[src/enps_pkg.sv]
`default_nettype none
package enps_pkg;
  // ------------------------------------------------------------------
  // Indirect access map.
  // ------------------------------------------------------------------
  localparam logic [7:0] IND_CTRL_HI_ADDR = 8'h6e;
  localparam logic [7:0] IND_CTRL_LO_ADDR = 8'h6f;
  localparam logic [7:0] IND_DATA_ADDR = 8'ha0;
  localparam logic [2:0] TABLE_EEE = 3'h1;
  localparam int TABLE_LSB = 5;
  localparam int PORT_LSB = 0;
  localparam logic [3:0] PORT_MIN = 4'h1;
  localparam logic [3:0] PORT_MAX = 4'h4;
  localparam int NUM_PORTS = 4;
  localparam logic [7:0] PNP_OFFSET = 8'h1b;
  // ------------------------------------------------------------------
  // Field layout and reset value.
  // ------------------------------------------------------------------
  localparam int NP_BIT = 15;
  localparam int ACK_BIT = 14;
  localparam int MP_BIT = 13;
  localparam int ACK2_BIT = 12;
  localparam int TOG_BIT = 11;
  localparam int CODE_MSB = 10;
  localparam logic [15:0] PNP_RESET = 16'h0000;
  localparam logic [7:0] CTRL_RESET = 8'h00;
  localparam logic [7:0] RDATA_RESET = 8'h00;

  typedef struct packed {
    logic next_page;
    logic ack;
    logic msg_page;
    logic ack2;
    logic toggle;
    logic [10:0] code;
  } enps_page_t;

  typedef struct packed {
    logic wr;
    logic rd;
    logic [7:0] addr;
    logic [7:0] wdata;
  } enps_bus_t;
endpackage : enps_pkg
`default_nettype wire

[src/enps_page_mem.sv]
`default_nettype none
module enps_page_mem #(
  parameter int DEPTH = 4,
  parameter int AW = 2
) (
  input wire logic clk,
  input wire logic nrst,
  input wire logic we,
  input wire logic [AW-1:0] waddr,
  input wire logic [15:0] wdata,
  input wire logic [AW-1:0] raddr,
  output logic [15:0] rdata
);
  logic [15:0] mem_ff [DEPTH];
  logic [15:0] nxt_mem [DEPTH];
  logic [15:0] rdata_ff;
  logic [15:0] nxt_rdata;

  always_comb begin
    for (int i = 0; i < DEPTH; i++) begin
      nxt_mem[i] = mem_ff[i];
    end
    if (we) begin
      nxt_mem[waddr] = wdata;
    end
    nxt_rdata = mem_ff[raddr];
  end

  always_ff @(posedge clk or negedge nrst) begin
    if (!nrst) begin
      for (int i = 0; i < DEPTH; i++) begin
        mem_ff[i] <= enps_pkg::PNP_RESET;
      end
      rdata_ff <= enps_pkg::PNP_RESET;
    end else begin
      mem_ff <= nxt_mem;
      rdata_ff <= nxt_rdata;
    end
  end

  assign rdata = rdata_ff;
endmodule // enps_page_mem
`default_nettype wire

[src/enps_status.sv]
// Overview of operation
// [RL1] Bit 15 reports partner next-page follows.
// [RL2] Acknowledge flag always sits at bit 14.
// [RL3] Ack set after three consistent bursts; the partner model sets it on every page.
// [RL4] Bit 13 reports message versus unformatted page.
// [RL5] Bit 12 reports partner acknowledge-2 flag.
// [RL6] Toggle inverts previously exchanged toggle value.
// [RL7] First toggle complements base codeword bit 11.
// [RL8] Bits 10 to 0 hold code field.
// [RL9] Software selects port 1 to 4.
// [RL10] Software selects EEE table with 001.
// [RL11] Value read through indirect byte 0xa0.
// [RL12] Read-only, zero after reset, updated per page.
`default_nettype none
module enps_status #(
  parameter int NPORTS = enps_pkg::NUM_PORTS
) (
  input wire logic clk,
  input wire logic nrst,
  input wire enps_pkg::enps_bus_t bus,
  input wire logic page_valid,
  input wire logic [1:0] page_port,
  input wire enps_pkg::enps_page_t page,
  output logic [7:0] rdata,
  output logic rdata_valid
);
  // ------------------------------------------------------------------
  // Indirect selection state.
  // ------------------------------------------------------------------
  localparam int MEM_AW = 2;
  logic [7:0] ctrl_hi_ff;
  logic [7:0] nxt_ctrl_hi;
  logic [7:0] ctrl_lo_ff;
  logic [7:0] nxt_ctrl_lo;
  logic rd_pend_ff;
  logic nxt_rd_pend;
  logic pend_ok_ff;
  logic nxt_pend_ok;
  logic pend_low_ff;
  logic nxt_pend_low;
  logic [7:0] rdata_ff;
  logic [7:0] nxt_rdata;
  logic rvalid_ff;
  logic nxt_rvalid;
  logic [15:0] word;
  logic sel_ok;
  logic sel_low;
  logic [MEM_AW-1:0] port_idx;
  logic page_we;
  logic [MEM_AW-1:0] page_waddr;
  logic [15:0] page_word;

  // ------------------------------------------------------------------
  // Decoding helpers.
  // ------------------------------------------------------------------
  function automatic logic write_hit(
    input enps_pkg::enps_bus_t b,
    input logic [7:0] a
  );
    write_hit = b.wr && (b.addr == a);
  endfunction

  function automatic logic read_hit(
    input enps_pkg::enps_bus_t b,
    input logic [7:0] a
  );
    read_hit = b.rd && (b.addr == a);
  endfunction

  function automatic logic table_ok(input logic [7:0] hi);
    table_ok = (hi[enps_pkg::TABLE_LSB +: 3] == enps_pkg::TABLE_EEE);
  endfunction

  function automatic logic port_ok(input logic [7:0] hi);
    logic [3:0] p;
    p = hi[enps_pkg::PORT_LSB +: 4];
    port_ok = (p >= enps_pkg::PORT_MIN) && (p <= enps_pkg::PORT_MAX);
  endfunction

  // Both offsets of the pair are accepted; bit 0 then picks the byte.
  function automatic logic offset_ok(input logic [7:0] lo);
    offset_ok = ({lo[7:1], 1'b1} == enps_pkg::PNP_OFFSET);
  endfunction

  function automatic logic selection_ok(
    input logic [7:0] hi,
    input logic [7:0] lo
  );
    selection_ok = table_ok(hi) && port_ok(hi) && offset_ok(lo);
  endfunction

  // Ports are numbered from one; an out-of-range number still maps to a
  // store here, and the refusal comes from selection_ok instead.
  function automatic logic [1:0] port_index(input logic [7:0] hi);
    logic [3:0] p;
    p = hi[enps_pkg::PORT_LSB +: 4] - 4'h1;
    port_index = p[1:0];
  endfunction

  function automatic logic [15:0] pack_page(input enps_pkg::enps_page_t pg);
    pack_page = {pg.next_page, pg.ack, pg.msg_page, pg.ack2, pg.toggle, pg.code};
  endfunction

  function automatic logic [7:0] pick_byte(
    input logic [15:0] w,
    input logic low_half
  );
    pick_byte = low_half ? w[7:0] : w[15:8];
  endfunction

  // ------------------------------------------------------------------
  // Selection registers.
  // ------------------------------------------------------------------
  // The store address follows the port field one cycle late, so the port
  // must be written at least one cycle before the data byte is read.
  assign port_idx = port_index(ctrl_hi_ff);
  assign sel_ok = selection_ok(ctrl_hi_ff, ctrl_lo_ff); // RL9 RL10
  assign sel_low = ctrl_lo_ff[0];

  always_comb begin
    nxt_ctrl_hi = ctrl_hi_ff;
    nxt_ctrl_lo = ctrl_lo_ff;
    if (write_hit(bus, enps_pkg::IND_CTRL_HI_ADDR)) begin
      nxt_ctrl_hi = bus.wdata;
    end
    if (write_hit(bus, enps_pkg::IND_CTRL_LO_ADDR)) begin
      nxt_ctrl_lo = bus.wdata;
    end
  end

  always_ff @(posedge clk or negedge nrst) begin
    if (!nrst) begin
      ctrl_hi_ff <= enps_pkg::CTRL_RESET;
      ctrl_lo_ff <= enps_pkg::CTRL_RESET;
    end else begin
      ctrl_hi_ff <= nxt_ctrl_hi;
      ctrl_lo_ff <= nxt_ctrl_lo;
    end
  end

  // ------------------------------------------------------------------
  // Page store; the link side writes each received page in whole.
  // ------------------------------------------------------------------
  // A received page replaces the stored word for its port, so the flags
  // (next page, ack, message page, ack2, toggle, code) never mix pages.
  always_comb begin
    page_we = page_valid; // RL12
    page_waddr = page_port;
    page_word = pack_page(page); // RL1 RL2 RL4 RL5 RL8
  end

  // The toggle and acknowledge flags are kept exactly as the link side
  // computed them; this block never rewrites a received flag.
  enps_page_mem #(
    .DEPTH(NPORTS),
    .AW(MEM_AW)
  ) u_mem (
    .clk(clk),
    .nrst(nrst),
    .we(page_we),
    .waddr(page_waddr),
    .wdata(page_word), // RL3 RL6 RL7
    .raddr(port_idx),
    .rdata(word)
  );

  // ------------------------------------------------------------------
  // Read request; the selection is captured with the strobe.
  // ------------------------------------------------------------------
  always_comb begin
    nxt_rd_pend = read_hit(bus, enps_pkg::IND_DATA_ADDR); // RL11
    nxt_pend_ok = pend_ok_ff;
    nxt_pend_low = pend_low_ff;
    if (nxt_rd_pend) begin
      nxt_pend_ok = sel_ok;
      nxt_pend_low = sel_low;
    end
  end

  always_ff @(posedge clk or negedge nrst) begin
    if (!nrst) begin
      rd_pend_ff <= 1'b0;
      pend_ok_ff <= 1'b0;
      pend_low_ff <= 1'b0;
    end else begin
      rd_pend_ff <= nxt_rd_pend;
      pend_ok_ff <= nxt_pend_ok;
      pend_low_ff <= nxt_pend_low;
    end
  end

  // ------------------------------------------------------------------
  // Read path: memory output lags the select by one cycle, so a read of
  // the data byte answers two cycles after the strobe.
  // ------------------------------------------------------------------
  // A refused selection still answers, with a zero byte, so software
  // never waits on a read that it got slightly wrong.
  always_comb begin
    nxt_rvalid = rd_pend_ff;
    nxt_rdata = rdata_ff;
    if (rd_pend_ff) begin
      if (pend_ok_ff) begin
        nxt_rdata = pick_byte(word, pend_low_ff); // RL1 RL8
      end else begin
        nxt_rdata = 8'h00; // RL9 RL10
      end
    end
  end

  always_ff @(posedge clk or negedge nrst) begin
    if (!nrst) begin
      rdata_ff <= enps_pkg::RDATA_RESET;
      rvalid_ff <= 1'b0;
    end else begin
      rdata_ff <= nxt_rdata;
      rvalid_ff <= nxt_rvalid;
    end
  end

  // ------------------------------------------------------------------
  // Outputs.
  // ------------------------------------------------------------------
  assign rdata = rdata_ff;
  assign rdata_valid = rvalid_ff; // RL12
endmodule // enps_status
`default_nettype wire

[config.mk]
export PLATFORM = sky130hd
export DESIGN_NAME = enps_status
export DESIGN_NICKNAME = d
export VERILOG_FILES = /design/src/enps_pkg.sv /design/src/enps_page_mem.sv /design/src/enps_status.sv
export SDC_FILE = /design/constraint.sdc
export NUM_CORES = 1
export LEC_CHECK = 0
export ABC_AREA = 1
export BUFFER_PORTS_ARGS = -buffer_cell sky130_fd_sc_hd__buf_2
export CORE_MARGIN = 3
export CORE_UTILIZATION = 40
export DETAILED_ROUTE_END_ITERATION = 12
export PLACE_DENSITY_LB_ADDON = 0.2
export SKIP_CTS_REPAIR_TIMING = 1
export SYNTH_ARGS = -nofsm -noshare
export SYNTH_HDL_FRONTEND = slang
export SYNTH_HIERARCHICAL = 1
export SYNTH_SLANG_ARGS = --single-unit
[constraint.sdc]
create_clock -name clk -period 2.98 [get_ports clk]
set_clock_uncertainty 0.05 [all_clocks]
set_input_delay 0.298 -clock clk [delete_from_list [all_inputs] [get_ports clk]]
set_output_delay 0.298 -clock clk [all_outputs]
set_load 0.005 [all_outputs]
* After elaboration in Yosys (flattened, before gate mapping) *
Index checks and enable logic that the tools add are counted.

word-level totals
  flip-flop bits (word level) = 108
  latch bits = 0
  bits in writable memories = 0
  bits in read-only memories = 0
  input port bits = 39
  output and inout port bits = 9
  logic and storage cells = 40
  memories kept = 0

cells by class
  add/sub/neg operators = 1
  multipliers = 0
  divide/modulo/power cells = 0
  order comparisons = 5
  eq/ne operators = 5
  shift operators = 0
  multiplexer cells = 8
  bitwise gates (word level) = 2
  reduce and logical (&&, ||, !) cells = 7

operators with widths
  cell                 count
  $bwmux 64            1
  $mux 16              3
  $bmux 16 s2          1
  $demux 16 s2         1
  $eq 8x7->1 const B   2
  $mux 8               2
  $eq 8x8->1 const B   1
  $eq 7x4->1 const B   1
  $logic_and 1x1->1    7
  $ge 3x3->1 const B   2
  $not 2->3            2
  $ge 4x1->1 const B   1
  $le 4x3->1 const B   1
  $eq 3x1->1 const B   1
  $lt 3x1->1 const B   1
  $sub 2x1->2 const B  1

* Longest topological paths before layout *
Gate-level depths: netlist of run 1.

  depth after elaboration = 6
  depth in mapped cells = 8
  gate-level depth less buffers = 7

* By module *
The synthesis of run 1 kept the hierarchy.

modules (own cells, without submodules)
  module         instances  cells an instance  area an instance (sq um)  sequential area each (sq um)
  enps_page_mem  1          486                3846.2                    2001.9
  enps_status    1          162                1375.1                    675.6

* Worst setup path after synthesis of run 1 *
Ideal clock, no wire load.

  path type = reg2reg
  start = reg ctrl_hi_ff[0]
  end = reg u_mem.rdata_ff[0] (netlist: u_mem/rdata[0])
  library setup time = 0.117 ns
  data arrival time = 1.263 ns
  data required time = 2.813 ns
  setup slack = 1.549 ns
  cell stages (with the launch flop) = 9
  buffers on the path = 2
  clock period less this slack = 1.431 ns
  cell sequence = dfrtp_1 > inv_1 > ha_1 > inv_1 > buf_2 > inv_1 > buf_2 > nand3_1 > nand2_1

between the ends
  longest elaborated chain between the ends = 5

ends and longest elaborated chain
  element                                      line                 source
  from (decl)                                  enps_status.sv:31    logic [7:0] ctrl_hi_ff;
  from (signal assigned)                       enps_status.sv:133   ctrl_hi_ff <= enps_pkg::CTRL_RESET;
  from (signal assigned)                       enps_status.sv:136   ctrl_hi_ff <= nxt_ctrl_hi;
  $sub 2x1->2                                  enps_status.sv:96    p = hi[enps_pkg::PORT_LSB +: 4] - 4'h1;
  via port_idx[0]                              enps_status.sv:48    logic [MEM_AW-1:0] port_idx;
  $not 2->3 (not written as such)              enps_page_mem.sv:26  nxt_rdata = mem_ff[raddr];
  $bmux 16 s2                                  enps_page_mem.sv:26
  $mux 16 (not written as such) (2 in series)  enps_page_mem.sv:26
  via u_mem.nxt_rdata[0]                       enps_page_mem.sv:17  logic [15:0] nxt_rdata;
  to (signal assigned)                         enps_page_mem.sv:34  rdata_ff <= enps_pkg::PNP_RESET;
  to (signal assigned)                         enps_page_mem.sv:37  rdata_ff <= nxt_rdata;
  to (decl)                                    enps_page_mem.sv:16  logic [15:0] rdata_ff;

The timed path passes the listed nets, and every way through them passes these cells. The select of a mux whose other input is x is not followed.
A chain may end at the register's enable or synchronous reset.

* Worst setup path after layout of run 1 *
  start = reg ctrl_hi_ff[0]
  end = reg u_mem.rdata_ff[12] (netlist: u_mem/rdata[12])

The elaborated chain is that of the path after synthesis.

==> metrics, run 1 <==
Least-Margin Pin Slew=0.917 ns; GRT overflow=0; cell family with most CP delay=buffers and inverters; GP Congestion=0.794; Clock Path Buffers=2; gr usage total=17.2%; R2R depth=6; DRT Pass-1 Iters=6; number of vias per cell=4.79; PortBufs=47; critical-path cell list=inv_1 -> ha_1 -> inv_1 -> inv_1 -> nand3_1 -> nand2_1; Final HPWL DP=8.01 mm; Max-slew headroom=38.8%; ys async rst share=100%; multi-input logic area=0.00194 sq mm; Crit Path Class=register to register; worst setup path endpoint=u_mem/rdata[12]; net count after synthesis=690; row count=41; P&R area growth vs syn=10.8%; Synth Flop Type=dfrtp_1; wire per inst=13.7 um; vias in the first global route=4002; Final Hold Viols=0; setup TNS=0 ns; Worst Path Buf+Inv=3; die width=120 um; library cells used by synthesis=25; pwr/cell area=576 mW/mm^2; remaining antenna violation count=0; RSZ-0062 raised after global routing=no; yosys warns=6; Commonest cells post-synth=nand2_1, dfrtp_1, inv_1; peak supply drop=0.278 mV; number of flops mapped to enable cells by yosys=0; critical path depth=6; Leak=3.20 nW; Ant. Diodes=0; fin. max-slew vios=0; Yosys reg bits=107; worst r2r src=ctrl_hi_ff[0]; CTS Buf Count=9; CP startpoint=ctrl_hi_ff[0]; antenna violations before repair=0; die height=120 um; Critical Path RT=3.16 ns; Clock Tree Root=clkbuf_16; Register Area=0.00268 sq mm; top cells by area, synth=dfrtp_1, nand2_1, inv_1; CTS Sinks=107; crit share post-route=68.2%; Critical Path Max Stage Delay=0.45 ns; H-Tree Level Count=3; status=finished, final reports clean; sequential-to-total area share from yosys stat=51.3%; syn_area_per_cell=8.06 sq um; Post-Synthesis Cells=648; DR iter-0 viols=217; Initial Util=41.2%; post-synth top area share=51.3%; Most common cell on crit path=inv_1; Hold Crit Class=primary input to register; filler cell count in the final layout=1327; Max-cap violations=0; WL final=11.7 mm; I/O pins=48; crit path launch type=register; first-pass GRT wire length=19.8 mm; Syn Std Cell Area=0.00522 sq mm; most common cell in the netlist=nand2_1; worst skew pair latency=0.34 ns; Die Area=0.0145 sq mm; critical path endpoint category=register; area leader, netlist=dfrtp_1; Peak Freq=492 MHz; Clock Pin Slew Worst Setup and Hold Paths=0.07 ns; Critical R2R Capture=u_mem/rdata[12]; reg-to-reg setup timing slack=0.95 ns; layout cells sized above 1=12.8%; Tmin final=2.03 ns; DRC Markers=0; slowest CP cell=inv_1; Core ar.=0.0127 sq mm; pin count of the biggest net entering global routing=47; Tot Pwr=3.33 mW; Final nets=721; via count=4088; Setup violations, final=0; critical path fanouts, max=17; TritonCTS clock tree=built; arrival time worst endpoint=2.21 ns
area by class of cell:
type / instances / area share (%)
sequential: 107 / 46.3
multi-input combinational: 406 / 33.6
inverter: 103 / 6.69
timing repair buffer: 52 / 5.02
clock buffer: 12 / 4.44
tap: 172 / 3.72
clock inverter: 2 / 0.216
cell families after synthesis:
kind of cell / count (synthesis) / share of synthesized area (%)
AND/OR/NAND/NOR: 368 / 32.7
buffers and inverters: 135 / 11.5
flip-flops: 107 / 51.3
AO/OA/AOI/OAI: 35 / 3.79
adder cells (fa/ha/maj): 3 / 0.719
state kept, by name (all words and copies together) (netlist names):
signal,flops
pend_ok_ff,1
rdata,8
pend_low_ff,1
u_mem/rdata,16
ctrl_hi_ff,7
nxt_rvalid,1
rdata_valid,1
ctrl_lo_ff,8
u_mem/mem_ff,64
cells in the final DEF, fill, tap and decap left out:
master / instances
dlygate4sd3_1: 1
o21ai_0: 19
buf_12: 1
nand2_4: 3
nor3b_1: 1
nand3_2: 1
inv_2: 2
inv_1: 101
nor2_1: 24
nor2_4: 3
nand3_4: 4
o21ai_2: 6
clkbuf_16: 9
o21ai_1: 10
nand2_1: 232
buf_2: 46
dfrtp_1: 107
buf_4: 4
clkinv_2: 1
nor3_4: 1
nand2_2: 1
clkinvlp_4: 1
nand4_1: 40
clkbuf_8: 2
clkbuf_1: 1
nor2_8: 2
ha_1: 3
nand3_1: 56
layer usage:
metal  vias to the layer above  track usage [%]  wire length (um)
met5                         -                0                 0
met4                         0             6.30               154
li1                       2079                -                 -
met1                      1925             24.4              5740
met3                        11             2.76               464
met2                        73             26.9              5370
worst reg2reg max path: stages (launching register included):
cell	delay [ns]
dfrtp_1	0.37
inv_1	0.06
ha_1	0.28
inv_1	0.42
inv_1	0.46
nand3_1	0.20
nand2_1	0.08
worst min path at each step:
stage	end	cells past startpoint	slack [ns]	startpoint
finish	ctrl_hi_ff[5]	3	0.16	bus[5]
global placement	u_mem/mem_ff[7]	1	0.29	nrst
CTS	u_mem/mem_ff[55]	1	-0.07	nrst
global route	ctrl_hi_ff[6]	3	0.16	bus[6]
detailed placement	rdata[6]	1	0.30	nrst
floorplan	ctrl_hi_ff[0]	0	-0.05	nrst
power by group:
group	switching [mW]	total [mW]	internal [mW]
clock network	0.504	1.11	0.602
logic	0.320	0.487	0.167
registers	0.0955	1.74	1.64
metrics by stage:
step	util, %	setup WS, ns	cell area [sq um]	hold slack (ns)	cells
2_1_floorplan	-	1.55	5220	-0.0476	648
3_3_place_gp	43.4	1.03	5500	0.294	839
3_5_place_dp	43.4	0.938	5500	0.304	839
4_1_cts	45.6	0.921	5770	-0.0714	853
5_1_grt	45.6	0.769	5780	0.158	854
6_report	45.6	0.947	5780	0.158	854
Note: power is estimated with default switching activity, not from simulation.
==> run 2: changes to the inputs <==
==> constraint.sdc (replaced) <==
create_clock -name clk -period 1.9 [get_ports clk]
set_clock_uncertainty 0.05 [all_clocks]
set_input_delay 0.19 -clock clk [delete_from_list [all_inputs] [get_ports clk]]
set_output_delay 0.19 -clock clk [all_outputs]
set_load 0.005 [all_outputs]
==> run 2 against run 1 <==
Global-route usage is 1.0 points higher. Worst setup slack got worse by 0.64 ns. Maximum frequency is 27% higher. Cell area is 2.6% higher. Combinational power grew 63%. Worst hold slack got worse by 0.12 ns.
==> metrics, run 2 (synthesized netlist as in run 1, its figures left out) <==
status=finished, final reports clean; arrival time worst endpoint=1.83 ns (-0.38 ns); crit path launch type=register; fin cells=865 (+1.3%); Tmin final=1.59 ns (-0.438 ns); row count=41 (unchanged); Final Hold Viols=0 (unchanged); DRT Pass-1 Iters=4 (-2); P&R area growth vs syn=13.7%; RSZ-0062 raised after global routing=no; Crit Path Class=register to register; Max-cap violations=0 (unchanged); crit share post-route=83.9% (+16 points); pwr/cell area=936 mW/mm^2 (+63%); cell family with most CP delay=buffers and inverters; H-Tree Level Count=3 (unchanged); PortBufs=47 (unchanged); layout cells sized above 1=14.3% (+1.5 points); Final WS setup=0.305 ns (-0.642 ns); Setup violations, final=0 (unchanged); Least-Margin Pin Slew=0.570 ns (-0.347 ns); critical-path cell list=inv_1 -> ha_1 -> inv_1 -> inv_1 -> nand3_1 -> nand2_1; I/O pins=48 (unchanged); critical path fanouts, max=16 (-1); WL final=12.4 mm (+5.9%); Util after Layout=46.8% (+1.2 points); Peak Freq=627 MHz (+27%); commonest non-fill, non-tap cell in the layout=nand2_1; Core ar.=0.0127 sq mm (unchanged); Hold Slack=0.0419 ns (-0.116 ns); die height=120 um (unchanged); worst skew pair latency=0.35 ns (about the same); GRT overflow=0 (unchanged); first-pass GRT wire length=20.7 mm (+4.6%); gr usage total=18.3% (+1.0 points); Die Area=0.0145 sq mm (unchanged); DRC Markers=0 (unchanged); GP Congestion=0.799 (+0.62%); Top reg by flops=u_mem/mem_ff; Post-DP Area=0.00560 sq mm (+1.7%); Tot Pwr=5.56 mW (+67%); Most common cell on crit path=inv_1; pin count of the biggest net entering global routing=40 (-15%); Max-slew headroom=62.0% (+23 points); via count=4142 (+1.3%); Ant. Diodes=0 (unchanged); Critical Path Max Stage Delay=0.42 ns (-0.03 ns); setup TNS=0 ns (unchanged); remaining antenna violation count=0 (unchanged); Clock Pin Slew Worst Setup and Hold Paths=0.07 ns (about the same); DR iter-0 viols=238 (+9.7%); Setup WS pre-CTS=0.304 ns (-0.634 ns); Leak=3.27 nW (+2.3%); vias in the first global route=4187 (+4.6%); number of vias per cell=4.79 (about the same); Final HPWL DP=8.48 mm (+5.9%); antenna violations before repair=0 (unchanged); most frequent cells in the layout=nand2_1, dfrtp_1, inv_1; TritonCTS clock tree=built; CTS Sinks=107 (unchanged); Initial Util=41.2% (unchanged); die width=120 um (unchanged); fin. max-slew vios=0 (unchanged); Final nets=730 (+1.2%); Critical Path RT=2.14 ns (-1.02 ns); CTS Buf Count=9 (unchanged); max reg flops=64 (unchanged); Clock Path Buffers=2 (unchanged); post-route cell area=0.00593 sq mm (+2.6%); wire per inst=14.3 um (+4.5%); Post-Place Cells=848 (+1.1%); Hold Crit Class=primary input to register; Clock Tree Root=clkbuf_16; slowest CP cell=inv_1; Worst Path Buf+Inv=3 (unchanged); peak supply drop=0.418 mV (+51%); critical path endpoint category=register
==> run 2: changes by cell type in the layout (fill, tap and decap cells not counted), sizes merged <==
cell / change
clkinvlp: +1
clkbuf: -2
bufinv: +2
clkinv: +1
buf: +9
==> run 2: final timing paths <==
path / start / endpoint / slack (ns) / cells after the start
min: bus[5] / ctrl_hi_ff[5] / 0.04 / 3
max reg2reg: ctrl_hi_ff[0] / u_mem/rdata[14] / 0.31 / 6
min in group asynchronous: nrst / u_mem/mem_ff[6] / 0.31 / 2
min reg2reg: ctrl_lo_ff[5] / ctrl_lo_ff[5] / 0.42 / 2
max in group asynchronous: nrst / ctrl_lo_ff[1] / 0.88 / 3
max: ctrl_hi_ff[0] / u_mem/rdata[14] / 0.31 / 6
==> run 2: where the power goes <==
part / total [mW] / internal [mW] / leakage, nW / switching [mW]
logic: 0.794 / 0.280 / 1.75 / 0.514
clock network: 2.03 / 1.19 / 0.155 / 0.837
registers: 2.73 / 2.57 / 1.37 / 0.161
total: 5.56 / 4.04 / 3.27 / 1.51
==> run 2: final cells by class <==
| class | count | area (sq um) |
|---|---|---|
| multi-input cells | 406 | 1940 |
| inverters | 103 | 387 |
| clock buffers | 10 | 239 |
| flip-flops and latches | 107 | 2680 |
| fillers | 1265 | 6740 |
| clock inverters | 6 | 88.8 |
| well taps | 172 | 215 |
| repair buffers | 61 | 383 |
==> run 2: layer usage <==
layer  global-route usage (%)  part of all wire [%]  up-vias
li1                         -                     -     2101
met1                     25.3                    49     1952
met2                     29.6                    46       74
met3                     2.95                   3.6       15
met4                     6.02                   1.5        0
met5                        0                     0        -
==> run 2: worst register-to-register path, cell delays in order, from the launching register on <==
cell	delay (ns)
dfrtp_1	0.39
inv_1	0.11
ha_1	0.29
inv_1	0.04
inv_1	0.42
nand3_1	0.15
nand2_1	0.08
==> run 3: changes to the inputs <==
--- a/config.mk
+++ b/config.mk
@@ -5,7 +5,7 @@
 export SDC_FILE = /design/constraint.sdc
 export NUM_CORES = 1
 export LEC_CHECK = 0
-export ABC_AREA = 1
+export ABC_AREA = 0
 export BUFFER_PORTS_ARGS = -buffer_cell sky130_fd_sc_hd__buf_2
 export CORE_MARGIN = 3
 export CORE_UTILIZATION = 40
==> constraint.sdc (replaced) <==
create_clock -name clk -period 1.6 [get_ports clk]
set_clock_uncertainty 0.05 [all_clocks]
set_input_delay 0.16 -clock clk [delete_from_list [all_inputs] [get_ports clk]]
set_output_delay 0.16 -clock clk [all_outputs]
set_load 0.005 [all_outputs]
==> run 3 against run 2 <==
Final cell count down 43%. Via count down 41%. Die area shrank 14%. Critical path depth down 1. First-iteration DRC count fell by 76%. Critical endpoint is now u_mem/rdata[4]. Global-route usage down 3.9 points. Core utilization grew 4.0 points. Sequential power increased by 22%. Highest routed layer unchanged.
==> metrics, run 3 <==
Ant. Diodes=0 (unchanged); Hold Crit Class=primary input to register; R2R depth=5 (-1); Top reg by flops=u_mem/mem_ff; first-pass GRT wire length=13.7 mm (-34%); Clock power frac=30.3% (-6.2 points); peak supply drop=0.543 mV (+30%); Final nets=390 (-47%); PortBufs=47 (unchanged); Post-Synthesis Cells=268 (-59%); worst skew pair latency=0.37 ns (+0.02 ns); H-Tree Level Count=3 (unchanged); Setup WS pre-CTS=0.00961 ns (-0.294 ns); syn_area_per_cell=16.6 sq um (+110%); net count after synthesis=310 (-55%); commonest non-fill, non-tap cell in the layout=dfrtp_1; most common cell in the netlist=dfrtp_1; Clock Pin Slew Worst Setup and Hold Paths=0.10 ns (+0.03 ns); Clock Tree Root=clkbuf_8; Sw Ratio=23.7% (-3.5 points); max reg flops=64 (unchanged); GP Congestion=0.769 (-3.8%); Max-slew headroom=65.3% (+3.3 points); most frequent cells in the layout=dfrtp_1, mux2_2, buf_2; gr usage total=14.4% (-3.9 points); worst r2r src=ctrl_hi_ff[0]; antenna violations before repair=0 (unchanged); Cell Int Power=4.58 mW (+13%); number of flops mapped to enable cells by yosys=0 (unchanged); Reg power frac=55.2% (+6.0 points); ys async rst share=100% (unchanged); Util after Layout=50.8% (+4.0 points); CP startpoint=ctrl_hi_ff[0]; layout cells sized above 1=50.7% (+36 points); Initial Util=42.2% (+1.0 points); Final Hold Viols=0 (unchanged); P&R area growth vs syn=20.4%; crit share post-route=93.9% (+10 points); sequential-to-total area share from yosys stat=60.1% (+8.8 points); status=finished, final reports clean; arrival time worst endpoint=1.70 ns (-0.13 ns); pin count of the biggest net entering global routing=33 (-18%); critical path endpoint category=register; DR iter-0 viols=56 (-76%); remaining antenna violation count=0 (unchanged); Comb power frac=14.5% (+0.2 points); setup TNS=0 ns (unchanged); Critical Path RT=1.80 ns (-0.34 ns); CTS Buf Count=9 (unchanged); worst setup path endpoint=u_mem/rdata[4]; I/O pins=48 (unchanged); fin. max-slew vios=0 (unchanged); die width=112 um (-7.2%); top cells by area, synth=dfrtp_1, mux2_2, mux4_2; Leak=2.44 nW (-25%); RSZ-0062 raised after global routing=no; Final HPWL DP=5.62 mm (-34%); Commonest cells post-synth=dfrtp_1, mux2_2, mux4_2; Syn Std Cell Area=0.00446 sq mm (-15%); Setup violations, final=0 (unchanged); library cells used by synthesis=32 (+28%); Peak Freq=665 MHz (+6.1%); area leader, netlist=dfrtp_1; Crit Path Class=register to register; yosys warns=6 (unchanged); die height=112 um (-7.2%); critical path fanouts, max=9 (-7); GRT overflow=0 (unchanged); wire per inst=17.2 um (+20%); Core ar.=0.0106 sq mm (-17%); WL final=8.42 mm (-32%); Yosys reg bits=107 (unchanged); row count=37 (-9.8%); Sw Pwr=1.43 mW (-5.7%); Max-cap violations=0 (unchanged); DRC Markers=0 (unchanged); TritonCTS clock tree=built; via count=2432 (-41%); Clock Path Buffers=2 (unchanged); Final WS setup=0.0969 ns (-0.208 ns); Critical R2R Capture=u_mem/rdata[4]; reg-to-reg setup timing slack=0.1 ns (-0.21 ns); number of vias per cell=4.97 (+3.9%); DRT Pass-1 Iters=4 (unchanged); post-synth top area share=60.1% (+8.8 points); filler cell count in the final layout=905 (-28%); Least-Margin Pin Slew=0.521 ns (-0.0487 ns); Die Area=0.0124 sq mm (-14%); pwr/cell area=1120 mW/mm^2 (+20%); CTS Sinks=107 (unchanged); crit path launch type=register; vias in the first global route=2541 (-39%); Tmin final=1.50 ns (-0.0919 ns); Synth Flop Type=dfrtp_1
-- run 3: layout make-up --
class | count | area, sq um | share of cell area [%]
Sequential cell | 107 | 2680 | 49.9
Multi-Input combinational cell | 135 | 1650 | 30.7
Timing Repair Buffer | 80 | 593 | 11.1
Tap cell | 136 | 170 | 3.17
Clock buffer | 9 | 124 | 2.31
Clock inverter | 7 | 98.8 | 1.84
Inverter | 15 | 56.3 | 1.05
-- run 3: kinds of logic after synthesis --
group,after synthesis,synth area share (%)
buffers and inverters,26,3.00
AND/OR/NAND/NOR,17,3.65
adder cells (fa/ha/maj),3,0.842
AO/OA/AOI/OAI,11,1.66
multiplexers,104,30.8
flip-flops,107,60.1
-- run 3: worst max-delay path, cell delays in order, from the launching register on --
cell,delay (ns)
dfrtp_1,0.40
inv_1,0.12
ha_1,0.24
inv_1,0.10
buf_6,0.17
mux4_2,0.30
-- run 3: metal layers --
metal	vias up	global-route usage, %	wire length [um]
met2	37	22.8	4100
met3	10	4.46	313
met1	1247	19.4	3910
met5	-	0	0
met4	0	3.89	100
li1	1138	-	-
-- run 3: power groups by stage --
stage / registers (mW) / logic (mW) / clock network (mW)
after floorplan: 3.30 / 0.597 / 0
after global placement: 3.36 / 0.824 / 0
after detailed placement: 3.38 / 0.848 / 0
after CTS: 3.32 / 0.849 / 1.89
after global routing: 3.36 / 0.958 / 2.02
final: 3.32 / 0.873 / 1.82
-- run 3: how the worst min path moves through the flow --
stage                         from          endpoint  slack, ns  cells past startpoint
after global placement        nrst       rdata_valid       0.09                      1
after global routing      page[13]  u_mem/mem_ff[29]     0.0002                      2
after detailed placement      nrst       pend_low_ff       0.09                      1
after CTS                     nrst  u_mem/mem_ff[17]      -0.33                      1
final                     page[13]  u_mem/mem_ff[29]       0.02                      2
after floorplan               nrst     ctrl_hi_ff[0]      -0.19                      0
-- run 3: stage by stage --
step / total power [mW] / instances / hold slack (ns) / instance area [sq um]
2_1_floorplan: 3.90 / 268 / -0.186 / 4460
3_3_place_gp: 4.18 / 453 / 0.0886 / 4930
3_5_place_dp: 4.23 / 453 / 0.0899 / 4930
4_1_cts: 6.07 / 469 / -0.331 / 5160
5_1_grt: 6.34 / 489 / 0.000247 / 5370
6_report: 6.01 / 489 / 0.0162 / 5370
